==> config.mk <==
export PLATFORM = sky130hd
export DESIGN_NAME = corr_top
export DESIGN_NICKNAME = d
export VERILOG_FILES = /design/src/corr_enable_set.v /design/src/corr_top.v
export VERILOG_INCLUDE_DIRS = /design/src /design/src/src
export SDC_FILE = /design/constraint.sdc
export NUM_CORES = 1
export LEC_CHECK = 0
export BUFFER_PORTS_ARGS = -buffer_cell sky130_fd_sc_hd__buf_2
export CORE_MARGIN = 1.5
export CORE_UTILIZATION = 47
export CTS_BUF_LIST = sky130_fd_sc_hd__clkbuf_16
export CTS_CLUSTER_DIAMETER = 60
export DETAILED_ROUTE_END_ITERATION = 16
export MAX_ROUTING_LAYER = met4
export PLACE_DENSITY = 0.87
export SLEW_MARGIN = 15
export SYNTH_ARGS = -nofsm -noshare
export SYNTH_HDL_FRONTEND = slang
export SYNTH_HIERARCHICAL = 1
export SYNTH_SLANG_ARGS = --single-unit
==> constraint.sdc <==
create_clock -name REF_CLK_IN -period 3.4 [get_ports REF_CLK_IN]
set_input_delay 0.68 -clock REF_CLK_IN [delete_from_list [all_inputs] [get_ports REF_CLK_IN]]
set_output_delay 0.68 -clock REF_CLK_IN [all_outputs]
set_load 0.1 [all_outputs]
==> src/corr_defs.vh <==
// Purpose: Constants for the counter overflow request routing block
// Assumes: Coprocessor register port selects registers by crn/crm/opc2 codes
// Notes: Included by both design files
`ifndef CORR_DEFS_VH
`define CORR_DEFS_VH

// Register selectors: crm and opc2 within the validation group
`define CORR_CRN_VAL 4'hf
`define CORR_CRM_EN 4'h1
`define CORR_CRM_CSO 4'he
`define CORR_OP2_IRQ_SET 3'h0
`define CORR_OP2_FIQ_SET 3'h1
`define CORR_OP2_RST_SET 3'h2
`define CORR_OP2_DBG_SET 3'h3
`define CORR_OP2_IRQ_CLR 3'h4
`define CORR_OP2_FIQ_CLR 3'h5
`define CORR_OP2_RST_CLR 3'h6
`define CORR_OP2_DBG_CLR 3'h7
`define CORR_OP2_CSO 3'h0

// Enable field positions
`define CORR_BIT_CYC 31
`define CORR_BIT_EV2 2
`define CORR_BIT_EV1 1
`define CORR_BIT_EV0 0

// Cache size override fields
`define CORR_DSIZE_HI 7
`define CORR_DSIZE_LO 4
`define CORR_ISIZE_HI 3
`define CORR_ISIZE_LO 0

// Cache size codes, 4kB to 64kB
`define CORR_SIZE_4K 4'h3
`define CORR_SIZE_8K 4'h4
`define CORR_SIZE_16K 4'h5
`define CORR_SIZE_32K 4'h6
`define CORR_SIZE_64K 4'h7

// Reset values
`define CORR_EN_RESET 4'h0
`define CORR_SIZE_RESET 4'h7

`endif

==> src/corr_enable_set.v <==
// Purpose: One request kind: enable state, set/clear and request output
// Assumes: Write strobes are single-cycle and already access-checked
// Notes: Enable order is {cycle, ev2, ev1, ev0}
`timescale 1ns/1ps
`include "corr_defs.vh"

module corr_enable_set (
  input wire clk_in,
  input wire rst_n_in,
  input wire set_wr_in,
  input wire clr_wr_in,
  input wire [31:0] wdata_in,
  input wire [3:0] ovf_in,
  output wire [3:0] en_out,
  output reg req_out
);

  reg [3:0] en_reg; // Shared enable state for set and clear views
  reg [3:0] en_next;
  wire [3:0] wbits; // Written ones gathered from the documented bit positions

  assign wbits = {wdata_in[`CORR_BIT_CYC], wdata_in[`CORR_BIT_EV2],
                  wdata_in[`CORR_BIT_EV1], wdata_in[`CORR_BIT_EV0]};
  assign en_out = en_reg;

  ////////////////////////////////////////////////////////////////////
  // Next enable value
  always @* begin
    en_next = en_reg;
    if (set_wr_in) begin
      en_next = en_next | wbits;
    end
    if (clr_wr_in) begin
      en_next = en_next & ~wbits;
    end
  end

  ////////////////////////////////////////////////////////////////////
  // Enable state and registered request
  always @(posedge clk_in or negedge rst_n_in) begin
    if (!rst_n_in) begin
      en_reg <= `CORR_EN_RESET;
      req_out <= 1'b0;
    end else begin
      en_reg <= en_next;
      // Request on enabled overflow, a one-cycle pulse per overflow
      req_out <= |(en_reg & ovf_in);
    end
  end

endmodule

==> src/corr_top.v <==
// Purpose: Route counter overflows to interrupt, fast interrupt, reset, debug
// Assumes: Coprocessor port gives one-cycle read/write strobes with selectors
// Notes: Overflow pulses come from counters on the same clock
//
// Functional notes
// - Cycle bit 31, counters bits 2..0
// - Reset set register reads enables, sets
// - Enabled overflow drives reset request low
// - Debug set register reads enables, sets
// - Enabled overflow drives debug request high
// - Debug registers share same bit layout
// - Interrupt clear register clears, reads enables
// - Fast interrupt clear clears, reads enables
// - Reset clear register clears, reads enables
// - Debug clear register clears, reads enables
// - Privileged always; user needs monitor enable
// - Size override write-only, privileged only
// - Data size 7:4, instruction size 3:0
// - Five sizes, 4kB to 64kB
// - Override replaces reported cache size fields
// - Enabled overflow drives interrupt request low
// - Enabled overflow drives fast interrupt low
`timescale 1ns/1ps
`include "corr_defs.vh"

module corr_top (
  input wire REF_CLK_IN,
  input wire RST_N_IN,
  input wire CP_RD_IN,
  input wire CP_WR_IN,
  input wire [3:0] CP_CRN_IN,
  input wire [3:0] CP_CRM_IN,
  input wire [2:0] CP_OPC2_IN,
  input wire [31:0] CP_WDATA_IN,
  input wire CP_PRIV_IN,
  input wire MONITOR_USER_ACCESS_ENABLE_IN,
  input wire CYCLE_COUNTER_OVF_IN,
  input wire [2:0] EVENT_COUNTER_OVF_IN,
  input wire [3:0] IMPL_DSIZE_IN,
  input wire [3:0] IMPL_ISIZE_IN,
  output reg [31:0] CP_RDATA_OUT,
  output wire CP_UNDEF_OUT,
  output wire OVERFLOW_INTERRUPT_REQUEST_N_OUT,
  output wire OVERFLOW_FAST_INTERRUPT_REQUEST_N_OUT,
  output wire OVERFLOW_RESET_REQUEST_N_OUT,
  output wire OVERFLOW_DEBUG_REQUEST_OUT,
  output wire [3:0] CACHE_DSIZE_OUT,
  output wire [3:0] CACHE_ISIZE_OUT
);

  ////////////////////////////////////////////////////////////////////
  // Helpers

  // Spread a 4-bit enable into the 32-bit register layout
  function [31:0] corr_spread;
    input [3:0] en;
    begin
      corr_spread = 32'h0000_0000;
      corr_spread[`CORR_BIT_CYC] = en[3];
      corr_spread[`CORR_BIT_EV2] = en[2];
      corr_spread[`CORR_BIT_EV1] = en[1];
      corr_spread[`CORR_BIT_EV0] = en[0];
    end
  endfunction

  // One of the five supported size codes
  function corr_size_ok;
    input [3:0] code;
    begin
      corr_size_ok = (code == `CORR_SIZE_4K) || (code == `CORR_SIZE_8K) ||
                     (code == `CORR_SIZE_16K) || (code == `CORR_SIZE_32K) ||
                     (code == `CORR_SIZE_64K);
    end
  endfunction

  ////////////////////////////////////////////////////////////////////
  // Decode
  wire [3:0] ovf; // Overflow pulses in enable order
  wire en_grp; // Selector hits an enable register
  wire cso_sel; // Selector hits the size override
  wire user_ok; // Access allowed for enable registers
  wire en_ok;
  wire cso_wr_ok;
  wire [7:0] set_wr; // Per-opc2 write strobes
  wire [3:0] en_irq;
  wire [3:0] en_fiq;
  wire [3:0] en_rst;
  wire [3:0] en_dbg;
  wire req_irq;
  wire req_fiq;
  wire req_rst;
  wire req_dbg;
  reg [3:0] dsize_reg; // Override data size, reported outward
  reg [3:0] isize_reg; // Override instruction size
  reg ovr_reg; // Set once an override has been written
  reg [31:0] rdata_next;

  assign ovf = {CYCLE_COUNTER_OVF_IN, EVENT_COUNTER_OVF_IN};
  assign en_grp = (CP_CRN_IN == `CORR_CRN_VAL) && (CP_CRM_IN == `CORR_CRM_EN);
  assign cso_sel = (CP_CRN_IN == `CORR_CRN_VAL) && (CP_CRM_IN == `CORR_CRM_CSO) &&
                   (CP_OPC2_IN == `CORR_OP2_CSO);
  assign user_ok = CP_PRIV_IN | MONITOR_USER_ACCESS_ENABLE_IN;
  assign en_ok = en_grp & user_ok;
  assign cso_wr_ok = cso_sel & CP_WR_IN & CP_PRIV_IN;

  // Refused accesses are flagged undefined and change nothing
  assign CP_UNDEF_OUT = ((CP_RD_IN | CP_WR_IN) & en_grp & ~user_ok) |
                        (cso_sel & (CP_RD_IN | (CP_WR_IN & ~CP_PRIV_IN)));

  // One strobe per selector value; only the top enable group decodes
  genvar g;
  generate
    for (g = 0; g < 8; g = g + 1) begin : wr_dec
      // Selector widened to the genvar width so the compare drops no bits
      assign set_wr[g] = CP_WR_IN & en_ok & ({29'h0000_0000, CP_OPC2_IN} == g);
    end
  endgenerate

  ////////////////////////////////////////////////////////////////////
  // Request kinds, each with shared set/clear state
  // Interrupt set and clear path
  corr_enable_set u_irq (
    .clk_in(REF_CLK_IN), .rst_n_in(RST_N_IN),
    .set_wr_in(set_wr[`CORR_OP2_IRQ_SET]), .clr_wr_in(set_wr[`CORR_OP2_IRQ_CLR]),
    .wdata_in(CP_WDATA_IN), .ovf_in(ovf), .en_out(en_irq), .req_out(req_irq)
  );
  corr_enable_set u_fiq (
    .clk_in(REF_CLK_IN), .rst_n_in(RST_N_IN),
    .set_wr_in(set_wr[`CORR_OP2_FIQ_SET]), .clr_wr_in(set_wr[`CORR_OP2_FIQ_CLR]),
    .wdata_in(CP_WDATA_IN), .ovf_in(ovf), .en_out(en_fiq), .req_out(req_fiq)
  );
  corr_enable_set u_rst (
    .clk_in(REF_CLK_IN), .rst_n_in(RST_N_IN),
    .set_wr_in(set_wr[`CORR_OP2_RST_SET]), .clr_wr_in(set_wr[`CORR_OP2_RST_CLR]),
    .wdata_in(CP_WDATA_IN), .ovf_in(ovf), .en_out(en_rst), .req_out(req_rst)
  );
  corr_enable_set u_dbg (
    .clk_in(REF_CLK_IN), .rst_n_in(RST_N_IN),
    .set_wr_in(set_wr[`CORR_OP2_DBG_SET]), .clr_wr_in(set_wr[`CORR_OP2_DBG_CLR]),
    .wdata_in(CP_WDATA_IN), .ovf_in(ovf), .en_out(en_dbg), .req_out(req_dbg)
  );

  ////////////////////////////////////////////////////////////////////
  // Request outputs
  // Interrupt active low
  assign OVERFLOW_INTERRUPT_REQUEST_N_OUT = ~req_irq;
  assign OVERFLOW_FAST_INTERRUPT_REQUEST_N_OUT = ~req_fiq;
  assign OVERFLOW_RESET_REQUEST_N_OUT = ~req_rst;
  assign OVERFLOW_DEBUG_REQUEST_OUT = req_dbg;

  ////////////////////////////////////////////////////////////////////
  // Read data mux; set and clear views show the same state
  always @* begin
    rdata_next = 32'h0000_0000;
    if (CP_RD_IN && en_ok) begin
      case (CP_OPC2_IN)
        `CORR_OP2_IRQ_SET, `CORR_OP2_IRQ_CLR: begin
          rdata_next = corr_spread(en_irq);
        end
        `CORR_OP2_FIQ_SET, `CORR_OP2_FIQ_CLR: begin
          rdata_next = corr_spread(en_fiq);
        end
        `CORR_OP2_RST_SET, `CORR_OP2_RST_CLR: begin
          rdata_next = corr_spread(en_rst);
        end
        `CORR_OP2_DBG_SET, `CORR_OP2_DBG_CLR: begin
          rdata_next = corr_spread(en_dbg);
        end
        default: begin
          rdata_next = 32'h0000_0000;
        end
      endcase
    end
  end

  // Read data held in a flop, valid the cycle after the read strobe
  always @(posedge REF_CLK_IN or negedge RST_N_IN) begin
    if (!RST_N_IN) begin
      CP_RDATA_OUT <= 32'h0000_0000;
    end else if (CP_RD_IN) begin
      CP_RDATA_OUT <= rdata_next;
    end
  end

  ////////////////////////////////////////////////////////////////////
  // Cache size override; illegal codes keep the previous field
  // so a bad write cannot select an unbuilt size
  always @(posedge REF_CLK_IN or negedge RST_N_IN) begin
    if (!RST_N_IN) begin
      dsize_reg <= `CORR_SIZE_RESET;
      isize_reg <= `CORR_SIZE_RESET;
      ovr_reg <= 1'b0;
    end else if (cso_wr_ok) begin
      if (corr_size_ok(CP_WDATA_IN[`CORR_DSIZE_HI:`CORR_DSIZE_LO])) begin
        dsize_reg <= CP_WDATA_IN[`CORR_DSIZE_HI:`CORR_DSIZE_LO];
      end
      if (corr_size_ok(CP_WDATA_IN[`CORR_ISIZE_HI:`CORR_ISIZE_LO])) begin
        isize_reg <= CP_WDATA_IN[`CORR_ISIZE_HI:`CORR_ISIZE_LO];
      end
      ovr_reg <= 1'b1;
    end
  end

  assign CACHE_DSIZE_OUT = ovr_reg ? dsize_reg : IMPL_DSIZE_IN;
  assign CACHE_ISIZE_OUT = ovr_reg ? isize_reg : IMPL_ISIZE_IN;

endmodule
Word level (Yosys, flattened, before mapping)
Index checks and enable logic that the tools add are counted.
{"block": "classes", "eq_ne": 20, "muxes": 12, "bitwise": 38, "reduce_logical": 23}
{"op": "32-bit case mux with 4 select lines", "n": 1}
{"op": "4-bit two-way mux", "n": 10}
{"op": "4-bit AND", "n": 8}
{"op": "4-bit by 3-bit equality test with 1-bit output, second input constant", "n": 8}
{"op": "32-bit two-way mux", "n": 1}
{"op": "1-bit AND", "n": 16}
{"op": "4-bit OR", "n": 4}
{"op": "4-bit OR reduction", "n": 4}
{"op": "3-bit equality test, second input constant", "n": 4}
{"op": "4-bit by 2-bit equality test with 1-bit output, second input constant", "n": 2}
{"op": "4-bit equality test, second input constant", "n": 2}
{"op": "1-bit logical OR", "n": 8}
{"op": "2-bit OR reduction", "n": 4}
{"op": "3-bit by 2-bit equality test with 1-bit output, second input constant", "n": 2}
{"op": "1-bit inverter", "n": 5}
{"op": "4-bit by 1-bit equality test with 1-bit output, second input constant", "n": 1}
{"op": "1-bit logical AND", "n": 4}
{"op": "4-bit inverter", "n": 1}
{"op": "1-bit OR", "n": 4}
{"op": "2-bit AND reduction", "n": 2}
{"op": "3-bit by 1-bit equality test with 1-bit output, second input constant", "n": 1}
{"op": "3-bit logical NOT", "n": 1}
{"block": "totals", "reg_bits": 61, "inputBits": 61, "out_inout_bits": 45, "elab_cells": 105}

Logic depth before layout (Yosys ltp)
Gate-level depths: netlist (run 1).
{"block": "depth", "ltp_word": 8, "ltp_mapped": 6, "depth_no_buf": 6}

Cells and area by module
The synthesis (run 1) kept the hierarchy.
{"mod": "corr_top", "n_inst": 1, "cells_each": 115, "area_per_inst_um2": 1092.3}
{"mod": "corr_enable_set", "n_inst": 4, "cells_each": 16, "area_per_inst_um2": 183.9}

Least setup slack after synthesis (run 1)
Ideal clock, no wire load.
{"block": "synth_path", "kind": "input to output", "from": "input CP_OPC2_IN[1]", "to": "output CP_UNDEF_OUT", "arrival_ns": 3.025, "required_time_ns": 2.720, "setup_slack_ns": -0.305, "cell_stages": 5, "path_buffers": 1, "cell_sequence": "buf_2 > or3_4 > nor3_1 > o22ai_1 > a21oi_1"}
{"block": "synth_between", "elab_chain_cells": 4}
{"element": "from (decl)", "line_no": "corr_top.v:33", "rtl": "input wire [2:0] CP_OPC2_IN,"}
{"element": "3-bit logical NOT"}
{"element": "1-bit logical AND", "line_no": "corr_top.v:100", "rtl": "assign cso_sel = (CP_CRN_IN == `CORR_CRN_VAL) && (CP_CRM_IN == `CORR_CRM_CSO) &&"}
{"element": "1-bit AND", "line_no": "corr_top.v:108", "rtl": "(cso_sel & (CP_RD_IN | (CP_WR_IN & ~CP_PRIV_IN)));"}
{"element": "1-bit OR", "line_no": "corr_top.v:107", "rtl": "assign CP_UNDEF_OUT = ((CP_RD_IN | CP_WR_IN) & en_grp & ~user_ok) |"}
{"element": "to (decl)", "line_no": "corr_top.v:42", "rtl": "output wire CP_UNDEF_OUT,"}
No other way between the ends.

Worst setup path after layout (run 1)
{"block": "layout_path", "from": "input CP_OPC2_IN[0]", "to": "output CP_UNDEF_OUT"}
Same word-level chain as after synthesis.

==> flow_summary.json, run 1 <==
{
  "hpwlAfterDp_um": 2860,
  "synth_flop_cell": "dfrtp_1",
  "grt_most_used_layer": "met2",
  "route.detailed.wl_per_inst_um": 13.4,
  "mostFrequentLayoutCell": "buf_2",
  "vias_per_cell": 5.01,
  "timing.fmax_mhz": 346,
  "cts_root_buf": "clkbuf_16",
  "fin_skew_ns": 0.00316,
  "dieArea_um2": 4270,
  "cts_resized": 0,
  "htree_levels": 2,
  "antenna_found_initial": 0,
  "cts_buffers": 5,
  "std_cell_rows": 22,
  "hold_slack_ns": 0.457,
  "finalCriticalPeriod_ns": 2.89,
  "reg2reg_slack_ns": 2.17,
  "use_met1_pct": 25.8,
  "r2r-start": "u_irq/en_out[1]$_DFF_PN0_",
  "syn_area_um2": 1830,
  "clkSinkCount": 33,
  "setup_viol": 0,
  "totalWireLength_um": 3810,
  "synthArstFlopShare_pct": 100,
  "drive_gt1_share_pct": 38.1,
  "synth_enable_flop_cells": 0,
  "final_nets": 296,
  "multi_input_area_um2": 840,
  "fin_total_pwr_mw": 1.06,
  "layout_common_cells": "buf_2, a21oi_1, conb_1",
  "dp.cells": 276,
  "cp.required_ns": 2.72,
  "hold_violations": 0,
  "ys_seq_area_share_pct": 45.6,
  "post-route-period-util_pct": 84.9,
  "rsz0062_at_grt": "false",
  "ys_ff_latch": 33,
  "end_kind": "primary output",
  "fin_cells": 284,
  "routabilityCongestion": 0.914,
  "dpl_worst_slack_ns": 0.524,
  "drt_iter0_drc": 64,
  "regArea_um2": 833,
  "area_delta_synth_final_pct": 18.6,
  "hold_buffers": 0,
  "drv_slew": 0,
  "post-cts-setup-buffer-count": 0,
  "rr_worst_depth": 3,
  "fillers": 342,
  "synth.distinct_cells": 29,
  "placed_cell_area_um2": 2030,
  "timing.slew.headroom_pct": 52.8,
  "final_cell_area_um2": 2170,
  "final_util_pct": 58.8,
  "hold_class": "input pin to asynchronous set/reset pin",
  "clock_latency_ns": 0.27,
  "powerDensity_nw_per_um2": 488,
  "clkSlewWorstSetupHoldPaths_ns": 0.05,
  "gr-usage-all-layers_pct": 20.0,
  "drc": 0,
  "synthCells": 179,
  "routed-via-count": 1423,
  "die_w_um": 65.4,
  "grt_overflow": 0,
  "ys_warn_count": 6,
  "grt_pass1_vias": 1365,
  "critical_path_class": "input pin to primary output",
  "avgSynthCellArea_um2": 10.2,
  "io_buffers": 54,
  "grt_max_degree": 34,
  "use_met2_pct": 30.2,
  "cellLeakagePower_nw": 1.07,
  "start_util_pct": 49.6,
  "ant_nets": 0,
  "cts_tree": "yes",
  "maxCapViolCount": 0,
  "grt_first_pass_wirelength_um": 6240,
  "cts.path.max_buffers": 2,
  "status": "finished, final reports clean",
  "met3_usage_pct": 4.45,
  "ir_drop_mv": 0.296,
  "finalWorstSetupSlack_ns": 0.513,
  "tightest_slew_ns": 0.708,
  "drtPass1Iterations": 4,
  "core_area_um2": 3690,
  "die_h_um": 65.4,
  "start_kind": "input pin",
  "reg2reg_to": "CP_RDATA_OUT[1]$_DFFE_PN0P_",
  "fin_tns_setup_ns": 0,
  "cp_max_fo": 9,
  "n_antenna_cell": 0,
  "cp.arrival_ns": 2.21,
  "ios": 106
}
where the power goes:
part / internal (mW) / switching, mW / leakage (nW)
combinational: 0.0299 / 0.212 / 0.555
clock: 0.265 / 0.153 / 0.0748
sequential: 0.396 / 0.00156 / 0.439
total: 0.691 / 0.367 / 1.07
worst max-delay path, stage by stage:
cell,delay (ns)
buf_2,0.18
or3_4,0.43
nor3_1,0.24
o22ai_1,0.14
a21oi_2,0.11
buf_2,0.43
layer usage:
metal | up-vias | share of wire, %
li1 | 689 | -
met1 | 661 | 43
met2 | 65 | 49
met3 | 8 | 6.4
met4 | 0 | 1.8
met5 | - | 0
worst max-delay path by stage:
| stage | startpoint | to | slack [ns] | cells past startpoint |
|---|---|---|---|---|
| 4_1_cts | CP_OPC2_IN[0] | CP_UNDEF_OUT | 0.51 | 6 |
| 5_1_grt | CP_OPC2_IN[0] | CP_UNDEF_OUT | 0.39 | 6 |
| 2_1_floorplan | CP_OPC2_IN[1] | CP_UNDEF_OUT | 0.31 | 5 |
| 3_3_place_gp | CP_OPC2_IN[0] | CP_UNDEF_OUT | 0.54 | 6 |
| 6_report | CP_OPC2_IN[0] | CP_UNDEF_OUT | 0.51 | 6 |
| 3_5_place_dp | CP_OPC2_IN[0] | CP_UNDEF_OUT | 0.52 | 6 |
cell families (layout without fill, tap and decap cells):
| logic type | after synthesis | in the layout | synth area share, % |
|---|---|---|---|
| AO/OA/AOI/OAI | 48 | 48 | 14.3 |
| buffers and inverters | 39 | 69 | 14.2 |
| flip-flops | 33 | 33 | 45.6 |
| multiplexers | 18 | 18 | 13.6 |
| other | 1 | 28 | 0.205 |
| AND/OR/NAND/NOR | 40 | 40 | 12.1 |
synth_stat cells (2+ instances only):
library cell   n  area share [%]
nand2b_1       2            0.68
buf_4         28              11
a21oi_1       35             9.6
inv_1          7             1.4
nand3_1        5             1.4
nor2_1        10             2.1
a22oi_1        8             3.3
dfstp_2        6             8.6
nand2_1       10             2.1
and2_1         2            0.68
o21ai_0        4             1.1
dfrtp_1       27              37
nor3_1         3            0.82
mux4_2         4             4.9
mux2_2        14             8.6
layout make-up:
cell class	instances	area share, %
multi-input cells	134	38.7
flip-flops and latches	33	38.4
repair buffers	54	12.5
clock buffers	5	5.77
well taps	48	2.77
inverters	7	1.21
clock inverters	3	0.635
No activity file was read; power rests on OpenSTA's default activity.
==> run 2: changes to the inputs <==
--- a/config.mk
+++ b/config.mk
@@ -8,12 +8,12 @@
 export LEC_CHECK = 0
 export BUFFER_PORTS_ARGS = -buffer_cell sky130_fd_sc_hd__buf_2
 export CORE_MARGIN = 1.5
-export CORE_UTILIZATION = 47
+export CORE_UTILIZATION = 44
 export CTS_BUF_LIST = sky130_fd_sc_hd__clkbuf_16
 export CTS_CLUSTER_DIAMETER = 60
 export DETAILED_ROUTE_END_ITERATION = 16
 export MAX_ROUTING_LAYER = met4
-export PLACE_DENSITY = 0.87
+export PLACE_DENSITY = 0.82
 export SLEW_MARGIN = 15
 export SYNTH_ARGS = -nofsm -noshare
 export SYNTH_HDL_FRONTEND = slang
==> constraint.sdc (replaced) <==
create_clock -name REF_CLK_IN -period 3 [get_ports REF_CLK_IN]
set_input_delay 0.6 -clock REF_CLK_IN [delete_from_list [all_inputs] [get_ports REF_CLK_IN]]
set_output_delay 0.6 -clock REF_CLK_IN [all_outputs]
set_load 0.1 [all_outputs]
==> flow_summary.json, run 2 (synthesized netlist as in run 1, its figures left out) <==
{
  "gr-usage-all-layers_pct": 18.0,
  "ant_nets": 0,
  "drc": 0,
  "fin_tns_setup_ns": 0,
  "core_area_um2": 4000,
  "multi_input_area_um2": 840,
  "std_cell_rows": 23,
  "r2r-start": "u_rst/en_out[1]$_DFF_PN0_",
  "final_nets": 297,
  "hold_buffers": 0,
  "timing.slew.headroom_pct": 52.8,
  "hpwlAfterDp_um": 2880,
  "io_buffers": 54,
  "fillers": 374,
  "grt_first_pass_wirelength_um": 5730,
  "n_antenna_cell": 0,
  "maxCapViolCount": 0,
  "drtPass1Iterations": 4,
  "reg2reg_slack_ns": 1.82,
  "routabilityCongestion": 0.834,
  "clkSlewWorstSetupHoldPaths_ns": 0.05,
  "tightest_slew_ns": 0.709,
  "area_delta_synth_final_pct": 20.2,
  "p_int_mw": 0.786,
  "post-route-period-util_pct": 84.7,
  "dieArea_um2": 4550,
  "start_util_pct": 45.7,
  "p_switching_mw": 0.426,
  "antenna_found_initial": 0,
  "cellLeakagePower_nw": 1.07,
  "cts.path.max_buffers": 2,
  "setup_viol": 0,
  "drv_slew": 0,
  "layout_common_cells": "buf_2, a21oi_1, conb_1",
  "status": "finished, final reports clean",
  "grt_max_degree": 34,
  "hold_class": "input pin to asynchronous set/reset pin",
  "dp.cells": 279,
  "cp_max_fo": 9,
  "post-cts-setup-buffer-count": 0,
  "ios": 106,
  "route.detailed.wl_per_inst_um": 13.0,
  "timing.fmax_mhz": 394,
  "drive_gt1_share_pct": 38.8,
  "finalCriticalPeriod_ns": 2.54,
  "cts_root_buf": "clkbuf_16",
  "cp.arrival_ns": 1.94,
  "cp.required_ns": 2.40,
  "regArea_um2": 833,
  "sw_frac_of_total_pct": 35.2,
  "power.share.clock_pct": 40.2,
  "clkSinkCount": 33,
  "clock_latency_ns": 0.28,
  "grt_pass1_vias": 1258,
  "cts_buffers": 5,
  "hold_violations": 0,
  "die_h_um": 67.5,
  "mostFrequentLayoutCell": "buf_2",
  "cts_resized": 0,
  "powerDensity_nw_per_um2": 552,
  "rsz0062_at_grt": "false",
  "grt_overflow": 0,
  "htree_levels": 2,
  "totalWireLength_um": 3740,
  "routed-via-count": 1436,
  "end_kind": "primary output",
  "die_w_um": 67.5,
  "fin_skew_ns": 0.00649,
  "drt_iter0_drc": 75,
  "rr_worst_depth": 3,
  "ir_drop_mv": 0.301,
  "fin_cells": 287,
  "cts_tree": "yes",
  "reg2reg_to": "CP_RDATA_OUT[1]$_DFFE_PN0P_",
  "pwr-share-comb_pct": 22.6,
  "critical_path_class": "input pin to primary output",
  "start_kind": "input pin",
  "p_seq_share_pct": 37.1,
  "vias_per_cell": 5.00
}
run 2: cell count changes in the layout (fill, tap and decap cells not counted), sizes merged:
cell,before,now
buf,54,55
clkinvlp,0,1
inv,8,7
run 2: final cells by class:
| cell class | instances | share of cell area [%] |
|---|---|---|
| clock buffers | 5 | 5.69 |
| clock inverters | 3 | 0.797 |
| repair buffers | 55 | 13.3 |
| inverters | 7 | 1.20 |
| flip-flops and latches | 33 | 37.9 |
| multi-input cells | 134 | 38.2 |
| well taps | 50 | 2.85 |
run 2: per-stage QoR:
step / cell area [um^2] / utilization, % / setup WS [ns] / power, mW / hold WS [ns]
detailed placement: 2050 / 51.4 / 0.462 / 0.732 / 0.472
global route: 2200 / 54.9 / 0.333 / 1.26 / 0.441
floorplan: 1930 / - / 0.0733 / 0.714 / 0.304
global placement: 2050 / 51.4 / 0.462 / 0.730 / 0.468
finish: 2200 / 54.9 / 0.460 / 1.21 / 0.371
CTS: 2200 / 54.9 / 0.463 / 1.22 / 0.395
run 2: power by group through the flow:
stage	registers (mW)	clock network (mW)	logic, mW
2_1_floorplan	0.458	0	0.256
5_1_grt	0.450	0.521	0.287
6_report	0.450	0.487	0.274
3_3_place_gp	0.457	0	0.273
4_1_cts	0.450	0.493	0.274
3_5_place_dp	0.457	0	0.274
run 2: layer usage:
metal / global-route usage, % / vias up / part of all wire [%]
met3: 7.17 / 6 / 7.3
met1: 21.9 / 683 / 42
met5: - / - / 0
met4: 6.12 / 0 / 1.5
met2: 27.2 / 58 / 49
li1: - / 689 / -
run 2: worst max-delay path by stage:
stage	start	cells after the start	endpoint
after floorplan	CP_OPC2_IN[1]	5	CP_UNDEF_OUT
after global placement	CP_OPC2_IN[0]	6	CP_UNDEF_OUT
after detailed placement	CP_OPC2_IN[0]	6	CP_UNDEF_OUT
after CTS	CP_OPC2_IN[0]	6	CP_UNDEF_OUT
after global routing	CP_OPC2_IN[0]	6	CP_UNDEF_OUT
final	CP_OPC2_IN[0]	6	CP_UNDEF_OUT
run 2: worst max-delay path: stages:
cell and delay, ns:
buf_2 0.17, or3_4 0.43, nor3_1 0.24, o22ai_1 0.13
a21oi_2 0.16, buf_12 0.19
